File: src/common/fesc_pkg.sv
// constants shared by the flash erase/suspend host controller
// assumes a 50 MHz pclk and a byte/word-selectable asynchronous parallel flash on the far side
package fesc_pkg;
	timeunit 1ns;
	timeprecision 1ps;
	// register byte offsets
	localparam logic [7:0] REG_CTRL = 8'h00;
	localparam logic [7:0] REG_ADDR = 8'h04;
	localparam logic [7:0] REG_WDATA = 8'h08;
	localparam logic [7:0] REG_CFG = 8'h0c;
	localparam logic [7:0] REG_STAT = 8'h10;
	localparam logic [7:0] REG_RDATA = 8'h14;
	// operation codes written to the control register
	localparam logic [3:0] OP_READ = 4'h0;
	localparam logic [3:0] OP_PROG = 4'h1;
	localparam logic [3:0] OP_SECT = 4'h2;
	localparam logic [3:0] OP_BLOCK = 4'h3;
	localparam logic [3:0] OP_CHIP = 4'h4;
	localparam logic [3:0] OP_SUSP = 4'h5;
	localparam logic [3:0] OP_RESUME = 4'h6;
	localparam logic [3:0] OP_RESET = 4'h7;
	// field positions
	localparam int CFG_WORD = 0;
	localparam int CFG_WP = 1;
	localparam int ST_BUSY = 0;
	localparam int ST_DONE = 1;
	localparam int ST_FAIL = 2;
	localparam int ST_SUSP = 3;
	localparam int ST_LOST = 4;
	localparam int ST_REFUSED = 5;
	localparam int ST_RDY_PIN = 6;
	// reset values
	localparam logic CFG_WORD_RST = 1'b1;
	localparam logic CFG_WP_RST = 1'b0;
	// flash command bytes and unlock cycles
	localparam logic [7:0] CMD_SUSPEND = 8'hb0;
	localparam logic [7:0] CMD_RESUME = 8'h30;
	localparam logic [7:0] CMD_SECTOR = 8'h50;
	localparam logic [7:0] CMD_BLOCK = 8'h30;
	localparam logic [7:0] CMD_CHIP = 8'h10;
	localparam logic [7:0] CMD_PROG = 8'ha0;
	localparam logic [7:0] CMD_ERASE = 8'h80;
	localparam logic [7:0] UNLK_D1 = 8'haa;
	localparam logic [7:0] UNLK_D2 = 8'h55;
	localparam logic [10:0] UNLK_A1 = 11'h555;
	localparam logic [10:0] UNLK_A2 = 11'h2aa;
	// timing
	localparam int CLK_NS = 20;
	localparam int SUSPEND_LATENCY_NS = 10000;
	localparam int WE_LOW_NS = 40;
	localparam int RD_ACC_NS = 70;
	localparam int RESET_PULSE_MIN_NS = 500;
	localparam int RESET_RECOVERY_TIME_NS = 100;
	localparam logic [15:0] SUSPEND_CYC = 16'((SUSPEND_LATENCY_NS + CLK_NS - 1) / CLK_NS);
	localparam logic [3:0] WE_CYC = 4'((WE_LOW_NS + CLK_NS - 1) / CLK_NS);
	localparam logic [3:0] RD_CYC = 4'((RD_ACC_NS + CLK_NS - 1) / CLK_NS);
	localparam logic [3:0] SYNC_CYC = 4'h2;
	localparam logic [15:0] RST_CYC = 16'((RESET_PULSE_MIN_NS + CLK_NS - 1) / CLK_NS);
	localparam logic [15:0] REC_CYC = 16'((RESET_RECOVERY_TIME_NS + CLK_NS - 1) / CLK_NS);
endpackage

File: src/hdl/fesc_bus_cycle.sv
// one asynchronous flash bus cycle, write or read, with registered pins
// assumes a single request at a time, start only while idle
module fesc_bus_cycle
	import fesc_pkg::*;
(
	// clock and reset
	input wire logic pclk,
	input wire logic presetn,
	// request
	input wire logic start,
	input wire logic wr,
	input wire logic [21:0] addr,
	input wire logic [15:0] wdata,
	input wire logic word_mode,
	// answer
	output logic done,
	output logic [15:0] rdata,
	// flash pins
	output logic ce_n,
	output logic we_n,
	output logic oe_n,
	output logic [20:0] addr_pins,
	output logic [15:0] dq_out,
	output logic [15:0] dq_oe,
	input wire logic [15:0] dq_in
);
	timeunit 1ns;
	timeprecision 1ps;
	typedef enum logic [3:0] {
		B_IDLE = 4'b0001,
		B_SET = 4'b0010,
		B_ACT = 4'b0100,
		B_HOLD = 4'b1000
	} fesc_bstate_t;

	fesc_bstate_t st_reg, st_next;
	logic [3:0] cnt_reg, cnt_next;
	logic wr_reg, wr_next, done_reg, done_next;
	logic ce_n_reg, ce_n_next, we_n_reg, we_n_next, oe_n_reg, oe_n_next;
	logic [20:0] a_reg, a_next;
	logic [15:0] dq_reg, dq_next, dqoe_reg, dqoe_next, rd_reg, rd_next;
	logic [15:0] s1_reg, s2_reg;

	always_comb begin
		st_next = st_reg;
		cnt_next = cnt_reg;
		wr_next = wr_reg;
		a_next = a_reg;
		dq_next = dq_reg;
		dqoe_next = dqoe_reg;
		rd_next = rd_reg;
		done_next = 1'b0;
		unique case (st_reg)
			B_IDLE: if (start) begin
				wr_next = wr;
				a_next = word_mode ? addr[20:0] : addr[21:1];
				dq_next = word_mode ? wdata : {addr[0], 7'h00, wdata[7:0]};
				dqoe_next = word_mode ? {16{wr}} : {1'b1, 7'h00, {8{wr}}};
				st_next = B_SET;
			end
			B_SET: begin
				st_next = B_ACT;
				cnt_next = wr_reg ? WE_CYC : 4'(RD_CYC + SYNC_CYC);
			end
			B_ACT: if (cnt_reg == 4'h1) begin
				st_next = B_HOLD;
				if (!wr_reg)
					rd_next = s2_reg;
			end else begin
				cnt_next = cnt_reg - 4'h1;
			end
			B_HOLD: begin
				st_next = B_IDLE;
				dqoe_next = 16'h0000;
				done_next = 1'b1;
			end
		endcase
		ce_n_next = (st_next == B_IDLE);
		// output enable stays high for the whole write so the device never inhibits it
		we_n_next = !((st_next == B_ACT) && wr_next);
		oe_n_next = !((st_next == B_ACT) && !wr_next);
	end

	always_ff @(posedge pclk or negedge presetn) begin
		if (!presetn) begin
			st_reg <= B_IDLE;
			cnt_reg <= 4'h0;
			wr_reg <= 1'b0;
			a_reg <= 21'h000000;
			dq_reg <= 16'h0000;
			dqoe_reg <= 16'h0000;
			rd_reg <= 16'h0000;
			done_reg <= 1'b0;
			ce_n_reg <= 1'b1;
			we_n_reg <= 1'b1;
			oe_n_reg <= 1'b1;
			s1_reg <= 16'h0000;
			s2_reg <= 16'h0000;
		end else begin
			st_reg <= st_next;
			cnt_reg <= cnt_next;
			wr_reg <= wr_next;
			a_reg <= a_next;
			dq_reg <= dq_next;
			dqoe_reg <= dqoe_next;
			rd_reg <= rd_next;
			done_reg <= done_next;
			ce_n_reg <= ce_n_next;
			we_n_reg <= we_n_next;
			oe_n_reg <= oe_n_next;
			s1_reg <= dq_in;
			s2_reg <= s1_reg;
		end
	end

	assign done = done_reg;
	assign rdata = rd_reg;
	assign ce_n = ce_n_reg;
	assign we_n = we_n_reg;
	assign oe_n = oe_n_reg;
	assign addr_pins = a_reg;
	assign dq_out = dq_reg;
	assign dq_oe = dqoe_reg;
endmodule

File: src/hdl/fesc_ctrl.sv
// host controller for a dual-bank parallel flash: program, erase, suspend, resume, reset
// assumes an apb master on pclk and the flash pins resolved by the surroundings
module fesc_ctrl
	import fesc_pkg::*;
#(
	parameter logic [23:0] POLL_LIMIT = 24'hffffff
)
(
	// clock and reset
	input wire logic pclk,
	input wire logic presetn,
	// apb slave
	input wire logic psel,
	input wire logic penable,
	input wire logic pwrite,
	input wire logic [7:0] paddr,
	input wire logic [31:0] pwdata,
	output logic [31:0] prdata,
	output logic pready,
	output logic pslverr,
	// flash pins
	output logic fl_ce_n,
	output logic fl_we_n,
	output logic fl_oe_n,
	output logic [20:0] fl_addr,
	output logic [15:0] fl_dq_out,
	output logic [15:0] fl_dq_oe,
	input wire logic [15:0] fl_dq_in,
	output logic fl_width_sel,
	output logic fl_wp_n,
	output logic fl_reset_n,
	input wire logic busy_ready_out_n
);
	timeunit 1ns;
	timeprecision 1ps;
	typedef enum logic [7:0] {
		S_IDLE = 8'b00000001,
		S_WR = 8'b00000010,
		S_WRW = 8'b00000100,
		S_RD = 8'b00001000,
		S_RDW = 8'b00010000,
		S_SUSPW = 8'b00100000,
		S_RSTLO = 8'b01000000,
		S_RSTREC = 8'b10000000
	} fesc_state_t;

	function automatic logic fesc_is_erase(input logic [3:0] op);
		fesc_is_erase = (op == OP_SECT) || (op == OP_BLOCK) || (op == OP_CHIP);
	endfunction

	function automatic logic [2:0] fesc_last(input logic [3:0] op);
		if (op == OP_PROG)
			fesc_last = 3'h3;
		else if (fesc_is_erase(op))
			fesc_last = 3'h5;
		else
			fesc_last = 3'h0;
	endfunction

	function automatic logic [37:0] fesc_step(input logic [3:0] op, input logic [2:0] step,
		input logic [21:0] ua, input logic [15:0] ud, input logic wm);
		logic [21:0] a1;
		logic [21:0] a2;
		logic [7:0] code;
		a1 = wm ? {11'h000, UNLK_A1} : {10'h000, UNLK_A1, 1'b0};
		a2 = wm ? {11'h000, UNLK_A2} : {10'h000, UNLK_A2, 1'b0};
		code = (op == OP_SECT) ? CMD_SECTOR : (op == OP_BLOCK) ? CMD_BLOCK : CMD_CHIP;
		if (op == OP_SUSP)
			fesc_step = {ua, 8'h00, CMD_SUSPEND};
		else if (op == OP_RESUME)
			fesc_step = {ua, 8'h00, CMD_RESUME};
		else if (step == 3'h0 || step == 3'h3)
			fesc_step = (op == OP_PROG && step == 3'h3) ? {ua, ud} : {a1, 8'h00, UNLK_D1};
		else if (step == 3'h1 || step == 3'h4)
			fesc_step = {a2, 8'h00, UNLK_D2};
		else if (step == 3'h2)
			fesc_step = {a1, 8'h00, (op == OP_PROG) ? CMD_PROG : CMD_ERASE};
		else
			fesc_step = {(op == OP_CHIP) ? a1 : ua, 8'h00, code};
	endfunction

	fesc_state_t st_reg, st_next;
	logic [3:0] op_reg, op_next, eop_reg, eop_next;
	logic [2:0] step_reg, step_next;
	logic [1:0] rechk_reg, rechk_next;
	logic [23:0] poll_reg, poll_next;
	logic [15:0] tmr_reg, tmr_next, prev_reg, prev_next, rdata_reg, rdata_next;
	logic [21:0] addr_reg, addr_next;
	logic [15:0] wdata_reg, wdata_next;
	logic word_reg, word_next, wp_reg, wp_next, rstn_reg, rstn_next;
	logic havep_reg, havep_next, susp_reg, susp_next;
	logic spend_reg, spend_next, rpend_reg, rpend_next;
	logic done_reg, done_next, fail_reg, fail_next, lost_reg, lost_next, ref_reg, ref_next;
	logic rdy_s1_reg, rdy_s2_reg;
	logic [31:0] prdata_reg, prdata_next;
	logic wr_acc, rd_set, bus_start, bus_wr, bus_done, ev_done, ev_fail, ev_lost, ev_ref;
	logic valid, tog, polling;
	logic [3:0] op_w;
	logic [15:0] bus_rdata, vmask;
	logic [37:0] step_word;
	logic [31:0] stat_word;

	assign wr_acc = psel && penable && pwrite;
	assign rd_set = psel && !penable && !pwrite;
	assign op_w = pwdata[3:0];
	assign step_word = fesc_step(op_reg, step_reg, addr_reg, wdata_reg, word_reg);
	assign vmask = word_reg ? 16'hffff : 16'h00ff;
	assign valid = (op_reg == OP_PROG) ? ((bus_rdata & vmask) == (wdata_reg & vmask))
		: bus_rdata[7];
	assign tog = bus_rdata[6] != prev_reg[6];
	assign polling = (st_reg == S_RD) || (st_reg == S_RDW);
	assign stat_word = {25'h0, rdy_s2_reg, ref_reg, lost_reg, susp_reg, fail_reg, done_reg,
		st_reg != S_IDLE};

	always_comb begin
		st_next = st_reg;
		op_next = op_reg;
		eop_next = eop_reg;
		step_next = step_reg;
		rechk_next = rechk_reg;
		poll_next = poll_reg;
		tmr_next = tmr_reg;
		prev_next = prev_reg;
		rdata_next = rdata_reg;
		addr_next = addr_reg;
		wdata_next = wdata_reg;
		word_next = word_reg;
		wp_next = wp_reg;
		havep_next = havep_reg;
		susp_next = susp_reg;
		spend_next = spend_reg;
		rpend_next = rpend_reg;
		bus_start = 1'b0;
		bus_wr = 1'b0;
		ev_done = 1'b0;
		ev_fail = 1'b0;
		ev_lost = 1'b0;
		ev_ref = 1'b0;
		if (wr_acc && st_reg == S_IDLE) begin
			if (paddr == REG_ADDR)
				addr_next = pwdata[21:0];
			if (paddr == REG_WDATA)
				wdata_next = pwdata[15:0];
		end
		if (wr_acc && paddr == REG_CFG) begin
			if (st_reg == S_IDLE && !susp_reg) begin
				word_next = pwdata[CFG_WORD];
				wp_next = pwdata[CFG_WP];
			end else begin
				ev_ref = 1'b1;
			end
		end
		if (wr_acc && paddr == REG_CTRL) begin
			if (st_reg == S_IDLE) begin
				if (op_w == OP_READ || op_w == OP_PROG) begin
					op_next = op_w;
					step_next = 3'h0;
					st_next = (op_w == OP_READ) ? S_RD : S_WR;
				end else if (op_w == OP_RESET) begin
					st_next = S_RSTLO;
					tmr_next = RST_CYC;
				end else if ((fesc_is_erase(op_w) && !susp_reg) || (op_w == OP_RESUME && susp_reg)) begin
					op_next = op_w;
					step_next = 3'h0;
					st_next = S_WR;
				end else begin
					ev_ref = 1'b1;
				end
			end else if (op_w == OP_SUSP && polling && fesc_is_erase(op_reg) && rechk_reg == 2'h0) begin
				spend_next = 1'b1;
			end else if (op_w == OP_RESET) begin
				rpend_next = 1'b1;
			end else begin
				ev_ref = 1'b1;
			end
		end
		unique case (st_reg)
			S_IDLE: begin
				// a suspend request left over from a finished erase must not hit the next one
				spend_next = 1'b0;
			end
			S_WR: begin
				bus_start = 1'b1;
				bus_wr = 1'b1;
				st_next = S_WRW;
			end
			S_WRW: if (bus_done) begin
				if (step_reg != fesc_last(op_reg)) begin
					step_next = step_reg + 3'h1;
					st_next = S_WR;
				end else if (op_reg == OP_SUSP) begin
					st_next = S_SUSPW;
					tmr_next = SUSPEND_CYC;
				end else begin
					// polling starts right after the last write edge
					if (op_reg == OP_RESUME) begin
						op_next = eop_reg;
						susp_next = 1'b0;
					end
					havep_next = 1'b0;
					poll_next = 24'h000000;
					rechk_next = 2'h0;
					st_next = S_RD;
				end
			end
			S_RD: if (rpend_reg) begin
				st_next = S_RSTLO;
				tmr_next = RST_CYC;
			end else if (spend_reg && fesc_is_erase(op_reg) && rechk_reg == 2'h0) begin
				spend_next = 1'b0;
				eop_next = op_reg;
				op_next = OP_SUSP;
				step_next = 3'h0;
				st_next = S_WR;
			end else begin
				bus_start = 1'b1;
				st_next = S_RDW;
			end
			S_RDW: if (bus_done) begin
				prev_next = bus_rdata;
				if (op_reg == OP_READ) begin
					rdata_next = bus_rdata;
					ev_done = 1'b1;
					st_next = S_IDLE;
				end else if (rechk_reg != 2'h0) begin
					rdata_next = bus_rdata;
					if (!valid) begin
						ev_fail = 1'b1;
						st_next = S_IDLE;
					end else if (rechk_reg == 2'h1) begin
						ev_done = 1'b1;
						st_next = S_IDLE;
					end else begin
						rechk_next = rechk_reg - 2'h1;
						st_next = S_RD;
					end
				end else if (!havep_reg) begin
					havep_next = 1'b1;
					st_next = S_RD;
				end else if (!tog && rdy_s2_reg) begin
					rdata_next = bus_rdata;
					if (valid) begin
						ev_done = 1'b1;
						st_next = S_IDLE;
					end else begin
						rechk_next = 2'h2;
						st_next = S_RD;
					end
				end else if (poll_reg == POLL_LIMIT) begin
					ev_fail = 1'b1;
					st_next = S_IDLE;
				end else begin
					poll_next = poll_reg + 24'h000001;
					st_next = S_RD;
				end
			end
			S_SUSPW: if (tmr_reg <= 16'h0001) begin
				susp_next = 1'b1;
				op_next = eop_reg;
				ev_done = 1'b1;
				st_next = S_IDLE;
			end else begin
				tmr_next = tmr_reg - 16'h0001;
			end
			S_RSTLO: if (tmr_reg <= 16'h0001) begin
				ev_lost = susp_reg || fesc_is_erase(op_reg) || fesc_is_erase(eop_reg);
				susp_next = 1'b0;
				rpend_next = 1'b0;
				spend_next = 1'b0;
				op_next = OP_READ;
				eop_next = OP_READ;
				tmr_next = REC_CYC;
				st_next = S_RSTREC;
			end else begin
				tmr_next = tmr_reg - 16'h0001;
			end
			S_RSTREC: if (tmr_reg <= 16'h0001) begin
				ev_done = 1'b1;
				st_next = S_IDLE;
			end else begin
				tmr_next = tmr_reg - 16'h0001;
			end
		endcase
		rstn_next = (st_next != S_RSTLO);
		// sticky flags: a new event wins over a clear in the same cycle
		done_next = ev_done || (done_reg && !(wr_acc && paddr == REG_STAT && pwdata[ST_DONE]));
		fail_next = ev_fail || (fail_reg && !(wr_acc && paddr == REG_STAT && pwdata[ST_FAIL]));
		lost_next = ev_lost || (lost_reg && !(wr_acc && paddr == REG_STAT && pwdata[ST_LOST]));
		ref_next = ev_ref || (ref_reg && !(wr_acc && paddr == REG_STAT && pwdata[ST_REFUSED]));
		prdata_next = prdata_reg;
		if (rd_set) begin
			unique case (paddr)
				REG_CTRL: prdata_next = {28'h0, op_reg};
				REG_ADDR: prdata_next = {10'h0, addr_reg};
				REG_WDATA: prdata_next = {16'h0, wdata_reg};
				REG_CFG: prdata_next = {30'h0, wp_reg, word_reg};
				REG_STAT: prdata_next = stat_word;
				REG_RDATA: prdata_next = {16'h0, rdata_reg};
				default: prdata_next = 32'h00000000;
			endcase
		end
	end

	always_ff @(posedge pclk or negedge presetn) begin
		if (!presetn) begin
			st_reg <= S_IDLE;
			op_reg <= OP_READ;
			eop_reg <= OP_READ;
			step_reg <= 3'h0;
			rechk_reg <= 2'h0;
			poll_reg <= 24'h000000;
			tmr_reg <= 16'h0000;
			prev_reg <= 16'h0000;
			rdata_reg <= 16'h0000;
			addr_reg <= 22'h000000;
			wdata_reg <= 16'h0000;
			word_reg <= CFG_WORD_RST;
			wp_reg <= CFG_WP_RST;
			rstn_reg <= 1'b1;
			havep_reg <= 1'b0;
			susp_reg <= 1'b0;
			spend_reg <= 1'b0;
			rpend_reg <= 1'b0;
			done_reg <= 1'b0;
			fail_reg <= 1'b0;
			lost_reg <= 1'b0;
			ref_reg <= 1'b0;
			rdy_s1_reg <= 1'b0;
			rdy_s2_reg <= 1'b0;
			prdata_reg <= 32'h00000000;
		end else begin
			st_reg <= st_next;
			op_reg <= op_next;
			eop_reg <= eop_next;
			step_reg <= step_next;
			rechk_reg <= rechk_next;
			poll_reg <= poll_next;
			tmr_reg <= tmr_next;
			prev_reg <= prev_next;
			rdata_reg <= rdata_next;
			addr_reg <= addr_next;
			wdata_reg <= wdata_next;
			word_reg <= word_next;
			wp_reg <= wp_next;
			rstn_reg <= rstn_next;
			havep_reg <= havep_next;
			susp_reg <= susp_next;
			spend_reg <= spend_next;
			rpend_reg <= rpend_next;
			done_reg <= done_next;
			fail_reg <= fail_next;
			lost_reg <= lost_next;
			ref_reg <= ref_next;
			rdy_s1_reg <= busy_ready_out_n;
			rdy_s2_reg <= rdy_s1_reg;
			prdata_reg <= prdata_next;
		end
	end

	fesc_bus_cycle u_bus (
		.pclk(pclk),
		.presetn(presetn),
		.start(bus_start),
		.wr(bus_wr),
		.addr(bus_wr ? step_word[37:16] : addr_reg),
		.wdata(step_word[15:0]),
		.word_mode(word_reg),
		.done(bus_done),
		.rdata(bus_rdata),
		.ce_n(fl_ce_n),
		.we_n(fl_we_n),
		.oe_n(fl_oe_n),
		.addr_pins(fl_addr),
		.dq_out(fl_dq_out),
		.dq_oe(fl_dq_oe),
		.dq_in(fl_dq_in)
	);

	assign prdata = prdata_reg;
	assign pready = 1'b1;
	assign pslverr = psel && penable && !(paddr == REG_CTRL || paddr == REG_ADDR ||
		paddr == REG_WDATA || paddr == REG_CFG || paddr == REG_STAT || paddr == REG_RDATA);
	assign fl_width_sel = word_reg;
	assign fl_wp_n = wp_reg;
	assign fl_reset_n = rstn_reg;
endmodule

File: config.mk
export PLATFORM = sky130hd
export DESIGN_NAME = fesc_ctrl
export DESIGN_NICKNAME = d
export VERILOG_FILES = /design/src/common/fesc_pkg.sv /design/src/hdl/fesc_bus_cycle.sv /design/src/hdl/fesc_ctrl.sv
export SDC_FILE = /design/constraint.sdc
export NUM_CORES = 1
export LEC_CHECK = 0
export ABC_AREA = 1
export BUFFER_PORTS_ARGS = -buffer_cell sky130_fd_sc_hd__buf_2
export CORE_MARGIN = 4
export CORE_UTILIZATION = 64
export CTS_BUF_LIST = sky130_fd_sc_hd__clkbuf_8 sky130_fd_sc_hd__clkbuf_16
export CTS_CLUSTER_DIAMETER = 80
export DETAILED_ROUTE_END_ITERATION = 8
export GPL_TIMING_DRIVEN = 1
export PLACE_DENSITY = 0.86
export SYNTH_ARGS = -nofsm -noshare
export SYNTH_HDL_FRONTEND = slang
export SYNTH_HIERARCHICAL = 1
export SYNTH_SLANG_ARGS = --single-unit
File: constraint.sdc
create_clock -name pclk -period 3.7 [get_ports pclk]
set_input_delay 0 -clock pclk [delete_from_list [all_inputs] [get_ports pclk]]
set_output_delay 0 -clock pclk [all_outputs]
set_load 0.05 [all_outputs]
==> results.cfg <==
[timing]
fin_crit_ps = 2870
tightest_slew_ps = 1200
finClkSkew_ps = 8.74
fmax_ghz = 0.348
setup_tns_ps = 0
fin_ws_ps = 829
period_share_pct = 77.6
rsz0062_at_grt = no
setup_viol = 0
finalHoldViolCount = 0
drv_slew = 0
relSlewSlack_pct = 19.9

[clock_network]
cts-buffers-inserted = 26
cts_sinks = 252
clkLatencyLatePin_ps = 540
root_buffer = clkbuf_16
ctsResizeCount = 0
cts_hold_buffers = 46
clock_path_buffers = 3
postCtsSetupBuffers = 0
htreeDepth = 1
cts_tree = built
path_clk_slew_ps = 60

[synthesis]
ys_warn_count = 6
postSynthCellCount = 1687
synthFlopType = dfrtp_1
ys_ff_latch = 252
syn_area_per_cell_um2 = 7.93
synth_edf_count = 0
async_reset_ff_share_pct = 100
syn_area_um2 = 13400
synth_seq_area_share_pct = 47.2
synth_cell_types = 56

[drt]
drtIter0Drc = 1289
via_count = 12400
dr.pass1.iters = 6
drtAntennaViolNets = 0
vias_per_cell = 5.83
wirelength_mm = 36.1
wl_per_cell_um = 17.0
drc = 0

[critical_path]
arrival_ps = 3350
endpoint_kind = register
cp_max_fo = 37
cp_data_required_time_ps = 4180
startpoint_type = register
setup.worst_path.class = register to register

[die]
core_um2 = 20400
rows = 52
die-area_um2 = 23300
die_h_um = 153
pin_count = 155
die_w_um = 153
start_util_pct = 65.7

[place]
dpl_worst_slack_ps = 859
gp_congestion = 0.948
dpl.hpwl_mm = 25.3
portBuffers = 133

[layout]
largest_reg_flops = 24
fillers = 1474
fin_nets = 1915
drive_gt1_share_pct = 15.7
n_antenna_cell = 0
area_growth_pct = 15.6

[worst_hold_path]
hp-class = input port to asynchronous set/reset pin

[global_routing]
gr-total-overflow = 0
grt_pass1_vias = 11600
grt_usage_pct = 30.6
grt_antenna_before_repair = 1
grt_max_degree = 87
grt_pass1_wl_mm = 59.3

[status]
status = finished, final reports clean

[power_and_ir_drop]
vdd.ir_drop.worst_v = 0.000508
p_leak_nw = 7.57
cellPowerDensity_nw_per_um2 = 373

[run]
drv_cap = 0
[placed cells by master, fill, tap and decap left out, types with 4 or more instances in the layout]
master / instances
o22ai_1: 20
xor2_1: 17
nand3_1: 105
clkbuf_16: 27
inv_2: 8
a21oi_1: 41
nand2_1: 401
o21ai_0: 158
nand2_2: 15
o31ai_1: 10
nor3_1: 26
buf_4: 9
nor2_2: 7
bufinv_16: 4
dfstp_2: 7
a31oi_1: 38
dlygate4sd3_1: 46
clkinv_2: 5
nor2_1: 156
o211ai_1: 13
nand4_1: 23
or2_2: 19
ha_1: 13
nor2_4: 7
conb_1: 11
a221oi_1: 4
inv_1: 202
o21ai_1: 6
buf_2: 132
xnor2_1: 9
dfrtp_1: 245
o21ai_2: 28
[power breakdown]
group | internal, W | switching (W)
Clock | 0.00166 | 0.00111
Combinational | 0.0000667 | 0.000148
Sequential | 0.00278 | 0.00000787
Total | 0.00450 | 0.00127
[worst max-delay path, cell delays in order, from the launching register on]
cell	delay [ps]
dfrtp_1	460
nor2_4	180
nand2_4	110
nor2_2	330
inv_1	130
nor2_1	150
nand2_1	80
o21ai_0	310
nand3_4	190
nor2_8	420
nand2_1	210
o21ai_2	120
or2_1	120
[stage by stage]
step           hold WS (ps)  utilization [%]  cell area (um2)  total power [W]  instances
4_1_cts                24.8             75.9            15500          0.00579       2130
6_report               44.4             75.9            15500          0.00577       2130
3_3_place_gp           29.4             69.2            14100          0.00301       2036
5_1_grt                57.9             75.9            15500          0.00593       2130
3_5_place_dp           35.0             69.2            14100          0.00301       2036
2_1_floorplan          -296                -            13400          0.00291       1696
[synthesized netlist by cell type, types with 17 or more instances]
cell      count  share of area (%)
a31oi_1      38                1.8
clkbuf_1     27               0.76
dfrtp_1     245                 46
nor3_1       26               0.97
a21oi_1      41                1.5
nand3_1     105                3.9
buf_4        24                1.3
nand2_1     401                 11
xor2_1       17                1.1
nand4_1      23                1.1
inv_1       196                5.5
o22ai_1      20               0.94
o21ai_2      28                1.8
o21ai_0     158                5.9
nor2_1      156                4.4
or2_2        19               0.89
[path summary, 6_finish.rpt]
| path | startpoint | to | slack (ps) | cells past startpoint |
|---|---|---|---|---|
| min in group pclk | paddr[2] | fl_width_sel | 70 | 5 |
| max in group asynchronous | presetn | poll_reg[7] | 2540 | 3 |
| hold / removal | presetn | u_bus/addr_pins[13] | 40 | 2 |
| setup / recovery | st_reg[7] | u_bus/oe_n | 830 | 12 |
| hold reg to reg | u_bus/s1_reg[4] | u_bus/s2_reg[4] | 340 | 0 |
| setup reg to reg | st_reg[7] | u_bus/oe_n | 830 | 12 |
[cells by family (layout without fill, tap and decap cells)]
group | after synthesis | after routing | synth area share (%)
and+or+nand+nor | 778 | 778 | 25.7
AOI/OAI and AO/OA | 335 | 335 | 14.9
buffers and inverters | 280 | 444 | 9.17
DFF | 252 | 252 | 47.2
xor gates and xnor gates | 26 | 26 | 1.70
adders and majority gates | 13 | 13 | 1.22
other | 2 | 11 | 0.0561
muxes | 1 | 1 | 0.0748
[layout make-up]
cell class	instances	area [um2]	share of cell area, %
multi-input combinational	1164	5870	37.9
timing repair buffer	191	1260	8.17
sequential	252	6310	40.8
inverter	205	772	4.99
clock buffer	30	717	4.64
clock inverter	18	191	1.24
tap	270	338	2.18
[layer usage]
metal,up-vias,GRT usage (%),wire length [um]
li1,5780,-,-
met1,5913,42.4,14600
met2,637,50.7,17300
met3,92,4.88,3210
met4,2,8.70,1040
met5,-,0,8
(Power assumes the default switching activity.)
